<file path="config.mk">
export PLATFORM = sky130hd
export DESIGN_NAME = tws_slave_tx
export DESIGN_NICKNAME = d
export VERILOG_FILES = /design/src/verilog/tws_pkg.sv /design/src/verilog/tws_line_if.sv /design/src/verilog/tws_line_mon.sv /design/src/verilog/tws_slave_tx.sv
export VERILOG_INCLUDE_DIRS = /design/src /design/src/verilog
export SDC_FILE = /design/constraint.sdc
export NUM_CORES = 1
export LEC_CHECK = 0
export ABC_CLOCK_PERIOD_IN_PS = 6750
export CAP_MARGIN = 20
export CORE_MARGIN = 1.5
export CORE_UTILIZATION = 55
export CTS_BUF_LIST = sky130_fd_sc_hd__clkbuf_4
export DETAILED_ROUTE_END_ITERATION = 10
export DONT_BUFFER_PORTS = 1
export PLACE_DENSITY = 0.7
export SYNTH_ARGS = -nofsm -noshare
export SYNTH_HDL_FRONTEND = slang
export SYNTH_SLANG_ARGS = --single-unit
export TNS_END_PERCENT = 100
</file>
<file path="constraint.sdc">
create_clock -name ref_clk_in -period 6.75 [get_ports ref_clk_in]
set_clock_uncertainty 0.1 [all_clocks]
set_input_delay 0.675 -clock ref_clk_in [delete_from_list [all_inputs] [get_ports ref_clk_in]]
set_output_delay 0.675 -clock ref_clk_in [all_outputs]
set_load 0.02 [all_outputs]
</file>
<file path="src/verilog/tws_consts.svh">
`ifndef TWS_CONSTS_SVH
`define TWS_CONSTS_SVH

// ==========================================================
// Register offsets (word index on the plain register port)
`define TWS_A_CTL        3'h0
`define TWS_A_STAT       3'h1
`define TWS_A_DATA       3'h2
`define TWS_A_OWN        3'h3
`define TWS_A_EVT        3'h4
`define TWS_A_MSK        3'h5

// ==========================================================
// Control register bit positions
`define TWS_B_FLAG       7
`define TWS_B_EA         6
`define TWS_B_STA        5
`define TWS_B_STO        4
`define TWS_B_WC         3
`define TWS_B_EN         2

// ==========================================================
// Reset values
`define TWS_CORE_RST     '0
`define TWS_LINE_RST     '1

// ==========================================================
// Status codes
`define TWS_ST_SLA_R     8'hA8
`define TWS_ST_ARB_SLA_R 8'hB0
`define TWS_ST_DATA_ACK  8'hB8
`define TWS_ST_DATA_NACK 8'hC0
`define TWS_ST_LAST_ACK  8'hC8
`define TWS_ST_NOINFO    8'hF8
`define TWS_ST_BUSERR    8'h00

// ==========================================================
// Event bits
`define TWS_EV_JOB       3'h1
`define TWS_EV_ERR       3'h2
`define TWS_EV_START     3'h4

// ==========================================================
// Timing
`define TWS_CLK_NS          100
`define TWS_T_START_HOLD_NS 4000
`define TWS_START_HOLD_CYC  ((`TWS_T_START_HOLD_NS + `TWS_CLK_NS - 1) / `TWS_CLK_NS)

`endif

</file>
<file path="src/verilog/tws_pkg.sv">
package tws_pkg;

    // ==========================================================
    // Engine states, Gray along the read path
    typedef enum logic [2:0] {
        ST_IDLE    = 3'h0,
        ST_ADDR    = 3'h1,
        ST_ADDR_ACK = 3'h3,
        ST_TX_BIT  = 3'h2,
        ST_TX_ACK  = 3'h6,
        ST_DONE    = 3'h7,
        ST_ERR     = 3'h5,
        ST_SGEN    = 3'h4
    } tws_state_t;

    // ==========================================================
    // Line monitor state: three sampled copies of {scl, sda}
    typedef struct packed {
        logic [1:0] s1;
        logic [1:0] s2;
        logic [1:0] s3;
    } tws_mon_t;

    // ==========================================================
    // Engine state
    typedef struct packed {
        tws_state_t st;
        logic [3:0] cnt;
        logic [7:0] sh;
        logic [7:0] dat;
        logic [7:0] own;
        logic [7:0] code;
        logic       flag;
        logic       ack_en;
        logic       start_request;
        logic       stop_request;
        logic       wc;
        logic       en;
        logic       last;
        logic       ackv;
        logic       arb;
        logic       hold;
        logic       busy;
        logic       spend;
        logic [5:0] gcnt;
        logic [2:0] evt;
        logic [2:0] msk;
        logic [7:0] rdata;
        logic       sda_oe;
        logic       scl_oe;
        logic       irq;
    } tws_core_t;

endpackage

</file>
<file path="src/verilog/tws_line_if.sv">
`timescale 1ns/10ps
// ==========================================================
// Sampled bus lines and their events
interface tws_line_if;
    logic scl;
    logic sda;
    logic scl_rise;
    logic scl_fall;
    logic start_det;
    logic stop_det;

    modport mon  (output scl, sda, scl_rise, scl_fall, start_det, stop_det);
    modport core (input  scl, sda, scl_rise, scl_fall, start_det, stop_det);
endinterface

</file>
<file path="src/verilog/tws_line_mon.sv">
`timescale 1ns/10ps
`include "tws_consts.svh"
module tws_line_mon
    import tws_pkg::*;
(
    input  wire logic ref_clk_in,
    input  wire logic rst_in,
    input  wire logic scl_in,
    input  wire logic sda_in,
    tws_line_if.mon   line
);

    tws_mon_t r;
    tws_mon_t n;

    // ==========================================================
    // Two-flop sync, third copy only for edge finding
    always_comb begin
        n    = r;
        n.s1 = {scl_in, sda_in};
        n.s2 = r.s1;
        n.s3 = r.s2;
    end

    // Reset to released lines so no false start appears
    always_ff @(posedge ref_clk_in or posedge rst_in) begin
        if (rst_in) begin
            r <= `TWS_LINE_RST;
        end else begin
            r <= n;
        end
    end

    // Edge and condition detection on synced copies only
    assign line.scl       = r.s2[1];
    assign line.sda       = r.s2[0];
    assign line.scl_rise  = r.s2[1] & ~r.s3[1];
    assign line.scl_fall  = ~r.s2[1] & r.s3[1];
    assign line.start_det = r.s2[1] & r.s3[1] & r.s3[0] & ~r.s2[0];
    assign line.stop_det  = r.s2[1] & r.s3[1] & ~r.s3[0] & r.s2[0];

endmodule

</file>
<file path="src/verilog/tws_slave_tx.sv">
// Summary of operation
// - Own address with read bit acked sets the flag with code 0xA8 and starts transmitting.
// - Software loads data and clears the flag; acknowledge-enable low marks that byte as last.
// - Addressed for read after a lost master arbitration reports code 0xB0 instead.
// - A byte acked by the master sets the flag with code 0xB8 and waits for new data.
// - A byte not acked by the master sets the flag with code 0xC0.
// - A last byte that the master still acks sets the flag with code 0xC8.
// - Clearing the flag after 0xC0/0xC8 goes unaddressed; matching needs acknowledge-enable.
// - Start request written with that clear sends a START once the bus is free.
// - With the flag clear the status reads 0xF8.
// - START or STOP inside a byte, except during the first bit of a sent byte, or an acknowledge is a bus error with code 0x00.
// - Stop bit plus flag clear after an error goes unaddressed, clears stop, frees lines.
// - Once unaddressed after the last byte the block leaves data high for the master.
// - The low status bits read zero so codes compare unmasked.
// - While the flag is set, except after a bus error, the clock low period is stretched.
`timescale 1ns/10ps
`include "tws_consts.svh"
module tws_slave_tx
    import tws_pkg::*;
(
    input  wire logic       ref_clk_in,
    input  wire logic       rst_in,
    input  wire logic [2:0] addr_in,
    input  wire logic [7:0] wdata_in,
    input  wire logic       wr_in,
    input  wire logic       rd_in,
    output logic      [7:0] rdata_out,
    input  wire logic       arb_lost_in,
    input  wire logic       scl_in,
    output logic            scl_out,
    output logic            scl_oe_out,
    input  wire logic       sda_in,
    output logic            sda_out,
    output logic            sda_oe_out,
    output logic            irq_out
);

    // START hold counted from zero, so the last count is one short
    localparam logic [5:0] HOLD_LAST = 6'(`TWS_START_HOLD_CYC - 1);

    // Whole engine state and its next value
    tws_core_t  r;
    tws_core_t  n;
    logic       bad;
    logic       quiet;
    logic       clr;
    tws_line_if line ();

    // ==========================================================
    // Line sampling
    tws_line_mon u_mon (
        .ref_clk_in (ref_clk_in),
        .rst_in     (rst_in),
        .scl_in     (scl_in),
        .sda_in     (sda_in),
        .line       (line)
    );

    // ==========================================================
    // Frame position checks
    // Inside a byte, except during the first bit of a sent byte, or on an acknowledge a START or STOP is illegal
    assign bad = ((r.st == ST_ADDR || r.st == ST_TX_BIT) && r.cnt != 4'h0) ||
                 r.st == ST_ADDR_ACK || r.st == ST_TX_ACK;
    assign quiet = r.en && !line.start_det && !line.stop_det;
    assign clr   = wr_in && addr_in == `TWS_A_CTL && wdata_in[`TWS_B_FLAG] && r.flag;

    // ==========================================================
    // Next state
    always_comb begin
        n       = r;
        n.rdata = 8'h00;

        // Register reads, data stands for one cycle only
        if (rd_in) begin
            case (addr_in)
                `TWS_A_CTL: begin
                    n.rdata = {r.flag, r.ack_en, r.start_request, r.stop_request, r.wc, r.en, 2'b00};
                end
                `TWS_A_STAT: begin
                    // Low three bits stand in for prescaler bits and read zero
                    n.rdata = r.flag ? {r.code[7:3], 3'b000} : `TWS_ST_NOINFO;
                end
                `TWS_A_DATA: n.rdata = r.dat;
                `TWS_A_OWN:  n.rdata = r.own;
                `TWS_A_EVT:  n.rdata = {5'h00, r.evt};
                `TWS_A_MSK:  n.rdata = {5'h00, r.msk};
                default:     n.rdata = 8'h00;
            endcase
        end

        // Register writes
        if (wr_in) begin
            case (addr_in)
                `TWS_A_CTL: begin
                    n.ack_en = wdata_in[`TWS_B_EA];
                    n.start_request    = wdata_in[`TWS_B_STA];
                    n.stop_request    = wdata_in[`TWS_B_STO];
                    n.en     = wdata_in[`TWS_B_EN];
                end
                `TWS_A_DATA: begin
                    // Data is only safe to change while the engine waits
                    if (r.flag) begin
                        n.dat = wdata_in;
                        n.wc  = 1'b0;
                    end else begin
                        n.wc  = 1'b1;
                    end
                end
                `TWS_A_OWN: n.own = wdata_in;
                `TWS_A_EVT: n.evt = r.evt & ~wdata_in[2:0];
                `TWS_A_MSK: n.msk = wdata_in[2:0];
                default: begin
                end
            endcase
        end

        // Flag clear restarts the engine from where it waited
        if (clr) begin
            n.flag = 1'b0;
            n.hold = 1'b0;
            n.arb  = 1'b0;
            case (r.st)
                ST_TX_BIT: begin
                    n.sh   = r.dat;
                    n.cnt  = 4'h0;
                    n.last = !wdata_in[`TWS_B_EA];
                end
                ST_DONE: begin
                    if (wdata_in[`TWS_B_STA]) begin
                        n.spend = 1'b1;
                    end
                end
                ST_ERR: begin
                    if (wdata_in[`TWS_B_STO]) begin
                        n.st  = ST_IDLE;
                        n.stop_request = 1'b0;
                    end
                end
                default: begin
                end
            endcase
        end

        // Master logic reports a lost address arbitration
        if (arb_lost_in) begin
            n.arb = 1'b1;
        end

        // Bus activity
        // Clearing the enable drops any transfer at once, wherever it stood
        if (!r.en) begin
            n.st   = ST_IDLE;
            n.hold = 1'b0;
            n.cnt  = 4'h0;
        end else if (r.st != ST_SGEN && (line.start_det || line.stop_det)) begin
            n.busy = line.start_det;
            if (bad) begin
                n.st   = ST_ERR;
                n.flag = 1'b1;
                n.code = `TWS_ST_BUSERR;
                n.hold = 1'b0;
                n.evt  = n.evt | `TWS_EV_JOB | `TWS_EV_ERR;
            end else if (r.st != ST_ERR) begin
                // Unaddressed states simply follow the bus
                n.st  = line.start_det ? ST_ADDR : ST_IDLE;
                n.cnt = 4'h0;
            end
        end else begin
            case (r.st)
                ST_ADDR: begin
                    if (line.scl_rise) begin
                        n.sh  = {r.sh[6:0], line.sda};
                        n.cnt = r.cnt + 4'h1;
                    end else if (line.scl_fall && r.cnt == 4'h8) begin
                        // No read match on general call; only the own address counts
                        // Read from our address only while acks are enabled
                        if (r.sh[7:1] == r.own[7:1] && r.sh[0] && r.ack_en && !r.flag) begin
                            n.st = ST_ADDR_ACK;
                        end else begin
                            n.st = ST_DONE;
                        end
                        n.cnt = 4'h0;
                    end
                end
                ST_ADDR_ACK: begin
                    if (line.scl_fall) begin
                        n.st   = ST_TX_BIT;
                        n.flag = 1'b1;
                        n.hold = 1'b1;
                        n.code = r.arb ? `TWS_ST_ARB_SLA_R : `TWS_ST_SLA_R;
                        n.evt  = n.evt | `TWS_EV_JOB;
                    end
                end
                ST_TX_BIT: begin
                    if (line.scl_fall && !r.flag) begin
                        if (r.cnt == 4'h7) begin
                            n.st  = ST_TX_ACK;
                            n.cnt = 4'h0;
                        end else begin
                            n.sh  = {r.sh[6:0], 1'b1};
                            n.cnt = r.cnt + 4'h1;
                        end
                    end
                end
                ST_TX_ACK: begin
                    if (line.scl_rise) begin
                        n.ackv = line.sda;
                    end else if (line.scl_fall) begin
                        n.flag = 1'b1;
                        n.hold = 1'b1;
                        n.evt  = n.evt | `TWS_EV_JOB;
                        if (r.ackv) begin
                            n.st   = ST_DONE;
                            n.code = `TWS_ST_DATA_NACK;
                        end else if (r.last) begin
                            n.st   = ST_DONE;
                            n.code = `TWS_ST_LAST_ACK;
                        end else begin
                            n.st   = ST_TX_BIT;
                            n.code = `TWS_ST_DATA_ACK;
                        end
                    end
                end
                ST_IDLE, ST_DONE: begin
                    // Own START only on a free and idle bus
                    if (r.spend && !r.busy && !r.flag && line.scl && line.sda) begin
                        n.st   = ST_SGEN;
                        n.gcnt = 6'h00;
                    end
                end
                ST_SGEN: begin
                    if (r.gcnt == HOLD_LAST) begin
                        n.st    = ST_IDLE;
                        n.spend = 1'b0;
                        n.busy  = 1'b1;
                        n.evt   = n.evt | `TWS_EV_START;
                    end else begin
                        n.gcnt = r.gcnt + 6'h01;
                    end
                end
                default: begin
                end
            endcase
        end

        // Pin drives; unaddressed states leave data released
        n.sda_oe = n.st == ST_ADDR_ACK || n.st == ST_SGEN ||
                   (n.st == ST_TX_BIT && !n.flag && !n.sh[7]);
        // Clock released one cycle after data settles
        n.scl_oe = n.hold || r.hold;
        // Level interrupt follows the sticky events through the mask
        n.irq    = |(n.evt & n.msk);
    end

    // ==========================================================
    // State register
    always_ff @(posedge ref_clk_in or posedge rst_in) begin
        if (rst_in) begin
            r <= `TWS_CORE_RST;
        end else begin
            r <= n;
        end
    end

    // Open-drain pins only ever pull low
    assign scl_out    = 1'b0;
    assign sda_out    = 1'b0;
    assign scl_oe_out = r.scl_oe;
    assign sda_oe_out = r.sda_oe;
    assign rdata_out  = r.rdata;
    assign irq_out    = r.irq;
endmodule

</file>
Word level (Yosys, flattened, before mapping)
Index checks and enable logic that the tools add are counted.
{"block": "totals", "out_inout_bits": 13, "inputBits": 18, "word_cells": 198, "register_bits": 80}
{"block": "classes", "reduce_logical": 47, "eq_ne": 27, "n_mux": 79, "bitwise_logic": 15, "addsub": 2}
{"op": "$mux W3", "count": 18}
{"op": "$mux W7", "count": 7}
{"op": "$mux W8", "count": 6}
{"op": "$pmux W8 S6", "count": 1}
{"op": "$mux W9", "count": 5}
{"op": "$mux W15", "count": 2}
{"op": "$pmux W12 S2", "count": 1}
{"op": "$eq A3 B3 Y1 const B", "count": 7}
{"op": "$mux W1", "count": 20}
{"op": "$eq A3 B2 Y1 const B", "count": 6}
{"op": "$mux W6", "count": 3}
{"op": "$pmux W3 S6", "count": 1}
{"op": "$pmux W9 S2", "count": 1}
{"op": "$logic_and A1 B1 Y1", "count": 16}
{"op": "$mux W12", "count": 1}
{"op": "$mux W4", "count": 3}
{"op": "$pmux W6 S2", "count": 1}
{"op": "$mux W10", "count": 1}
{"op": "$mux W2", "count": 5}
{"op": "$ne A3 B2 Y1 const B", "count": 3}
{"op": "$pmux W3 S3", "count": 1}
{"op": "$reduce_and A2 Y1", "count": 4}
{"op": "$reduce_bool A2 Y1", "count": 4}
{"op": "$and A1 B1 Y1", "count": 7}
{"op": "25 further kinds", "count": 46}

Depth between registers and ports, before layout
{"block": "depth", "ltp_word": 14, "mapped_depth": 9, "depth_no_buf": 8}

Cells and area by module
A second synthesis with hierarchy kept.
{"block": "hier_totals", "hier_cells": 402, "hier_area_um2": 4185.3}
{"module": "tws_slave_tx", "seq_area_each_um2": 1776.7, "cells_each": 391, "n_inst": 1, "area_per_inst_um2": 3991.3}
{"module": "tws_line_mon", "seq_area_each_um2": 157.7, "cells_each": 11, "n_inst": 1, "area_per_inst_um2": 193.9}

Least setup slack after synthesis
OpenSTA, ideal clock, no wires.
{"block": "synth_path", "path_type": "input-to-reg", "startpoint": "input port addr_in[2]", "endpoint": "register r[67] (netlist bit)", "required_ns": 6.520, "path_buffers": 2, "cell_stages": 8, "setup_ns": 0.130, "setup_slack_ns": 4.373, "arrival_ns": 2.146, "path_cell_list": "buf_2 > nor4b_4 > nand4_1 > buf_2 > nand3_1 > o21ai_0 > a22oi_1 > o21ai_0"}
{"element": "start: declaration", "line": "tws_slave_tx.sv:23", "text": "input wire logic [2:0] addr_in,"}
{"element": "end signal: assignment", "line": "tws_slave_tx.sv:259", "text": "r <= `TWS_CORE_RST;"}
{"element": "end signal: assignment", "line": "tws_slave_tx.sv:261", "text": "r <= n;"}
{"element": "end: declaration", "line": "tws_slave_tx.sv:42", "text": "tws_core_t r;"}

==> results by group <==
Run status
  – Status: completed

Clock network
  – Root Buffer: clkbuf_4
  – TritonCTS Sinks: 77
  – Clock slew at reported path FFs: 0.12 ns
  – Post-CTS Resized: 0
  – H-Tree Depth: 3
  – Clock Tree Buf Depth: 2
  – Worst-Skew Late Latency: 0.43 ns
  – TritonCTS Buffers: 9
  – CTS tree: done
  – Postcts setup bufs: 0
  – Post-CTS Hold Buffers: 0

Die
  – Vert. Die Dim: 90.75 um
  – # rows: 31
  – Core area: 7370 sq um
  – Die area: 8236 sq um
  – Initial core utilization: 57.47%
  – I/O Pins: 31
  – Die Wd: 90.75 um

Yosys
  – Area share of the largest cell type after synthesis: 41.95%
  – Dominant cells by area after synthesis: dfrtp_1, mux2_2, dfstp_2
  – Cell with the most instances after synthesis: dfrtp_1
  – Synth cell types: 69
  – Avg Inst Size Synth: 10.18 sq um
  – Syn Inst Count: 416
  – Post-Synthesis Cell Area: 4235 sq um
  – Cell taking the most area after synthesis: dfrtp_1
  – Post-synth ARST share: 100.0%
  – Commonest cells post-synth: dfrtp_1, nand2_1, mux2_2, o21ai_0, nor2_1
  – Prevailing post-synth register cell: dfrtp_1
  – EDFF count, synth: 0
  – Sequential element share of the synthesized area: 45.67%
  – Yosys warning count: 0
  – Yosys reg bits: 77

Global route
  – First-pass GRT wire length: 16170 um
  – GR Util met1: 34.95%
  – Largest net degree at the start of global routing: 78
  – Grt total ovfl: 0
  – Antenna violations before repair: 0
  – Global routing's busiest layer: met2
  – GRT Total Usage: 25.16%
  – Vias in the first global route: 3154
  – Met2 GRT Util: 38.22%
  – GR Util met3: 6.313%

Placed design
  – DP HPWL: 7036 um
  – Port bufs: 0
  – Final estimated routing congestion in global placement: 0.9958

Power
  – VDD IR-drop max: 162.1 uV
  – P per Cell Area: 249.0 nW/um^2
  – Leakage: 1.881 nW

Timing
  – Rel. slew slack: 36.52%
  – Maximum clock rate: 0.3309 GHz
  – Final TNS setup: 0 ns
  – Setup-failing EPs final: 0
  – Crit share post-route: 44.77%
  – Slew @ Worst Pin: 0.9522 ns
  – Final hold vios: 0
  – Hold Slack: 0.1478 ns
  – RSZ-0062 raised after global routing: false
  – Final slew viol count: 0
  – Minimum clock period: 3.022 ns

Worst setup path
  – Critical path endpoint category: register
  – CP Class: reg2reg
  – CP top delay family: simple AND/OR/NAND/NOR gates
  – Slowest stage delay, CP: 0.76 ns
  – Cell mode on critical path: mux2i_1
  – Critical path peak fanout: 20
  – Worst Path Required: 7.00 ns
  – CP Launch Type: register
  – Critical path, cell by cell: nor3b_1, nand4_1, mux2i_1, mux2i_1, nand3b_1, a22oi_1
  – Slowest cell on crit path: dfrtp_1
  – Crit path buf inv count: 0
  – Crit path DAT: 3.27 ns

Flow run
  – Maxcap violations: 0

Detailed routing
  – Final WL: 9760 um
  – # DRC: 0
  – DR WL/cell: 19.44 um
  – Vias/cell: 6.243
  – TritonRoute pass-1 iters: 5
  – Initial DRC count: 285
  – Routed via count: 3134
  – Detail Route Antenna Nets: 0

Finish
  – N_diodes: 0
  – Total Nets Final: 419
  – Syn-to-layout area delta: 2.216%
  – Share of cells above drive strength 1: 15.63%

Min path
  – Hold Crit Class: in2reg
-- metal layers --
layer	up-vias	wire [um]
li1	1463	-
met1	1553	4729
met2	104	4403
met3	14	466
met4	0	161
met5	-	0
-- sequential cells by signal, summed over array words and instances, names as in the netlist --
name,flops
r,60
rdata_out,8
u_mon.n,2
sda_oe_out,1
scl_oe_out,1
u_mon.line.sda,1
u_mon.line.scl,1
u_mon.r,2
irq_out,1
-- final cells by class --
cell class,instances,area [sq um]
flip-flops and latches,77,1934
inverters,9,35.03
well taps,99,123.9
fillers,616,3040
repair buffers,1,7.507
clock buffers,10,75.07
multi-input cells,300,2090
clock inverters,6,63.81
-- stage by stage --
stage | instances | utilization (%) | total power (W) | setup WS [ns] | area (sq um)
5_1_grt | 502 | 58.74 | 0.001132 | 3.565 | 4329
4_1_cts | 502 | 58.74 | 0.001085 | 3.761 | 4329
3_3_place_gp | 486 | 56.86 | 0.0007977 | 3.787 | 4190
2_1_floorplan | 417 | - | 0.0007567 | 4.018 | 4239
3_5_place_dp | 486 | 56.86 | 0.0008064 | 3.719 | 4190
6_report | 502 | 58.74 | 0.001078 | 3.728 | 4329
-- placed cells by master, fill, tap and decap left out, types with 9 or more instances in the layout --
cell type	instances
a21oi_1	9
clkbuf_4	10
nand2_1	38
o22ai_1	9
dfrtp_1	71
mux2_2	28
nor2_1	23
nand2b_1	12
mux2i_1	15
o21ai_0	25
nand3_1	9
-- power breakdown --
group          leakage [nW]  total [W]  switching, W  internal [W]
combinational         0.830   0.000180     0.0000863     0.0000941
clock                0.0740   0.000279      0.000162      0.000116
sequential            0.977   0.000619     0.0000837      0.000535
total                  1.88    0.00108      0.000332      0.000745
-- worst paths after layout --
path | startpoint | end | slack [ns] | cells past startpoint
setup / recovery | r[72]$_DFF_PP0_ | sda_oe_out$_DFF_PP0_ | 3.73 | 6
hold / removal | sda_in | u_mon.n[2]$_DFF_PP1_ | 0.15 | 0
max in group asynchronous | rst_in | r[25]$_DFF_PP0_ | 5.62 | 2
hold reg to reg | u_mon.n[3]$_DFF_PP1_ | u_mon.line.scl$_DFF_PP1_ | 0.25 | 0
min in group asynchronous | rst_in | r[60]$_DFF_PP0_ | 0.29 | 2
setup reg to reg | r[72]$_DFF_PP0_ | sda_oe_out$_DFF_PP0_ | 3.73 | 6
-- kinds of logic (layout without fill, tap and decap cells) --
family                     count (synthesis)  in the layout  share of synthesized area, %
AOI/OAI and AO/OA                        100            100                         16.72
and+or+nand+nor                          143            143                         18.70
xor gates and xnor gates                   9              9                         1.861
buffers and inverters                     40             26                         5.081
muxes                                     43             43                         10.99
DFF                                       77             77                         45.67
other                                      1              2                       0.08854
adders and majority gates                  3              3                        0.8864
(Power assumes the default switching activity.)
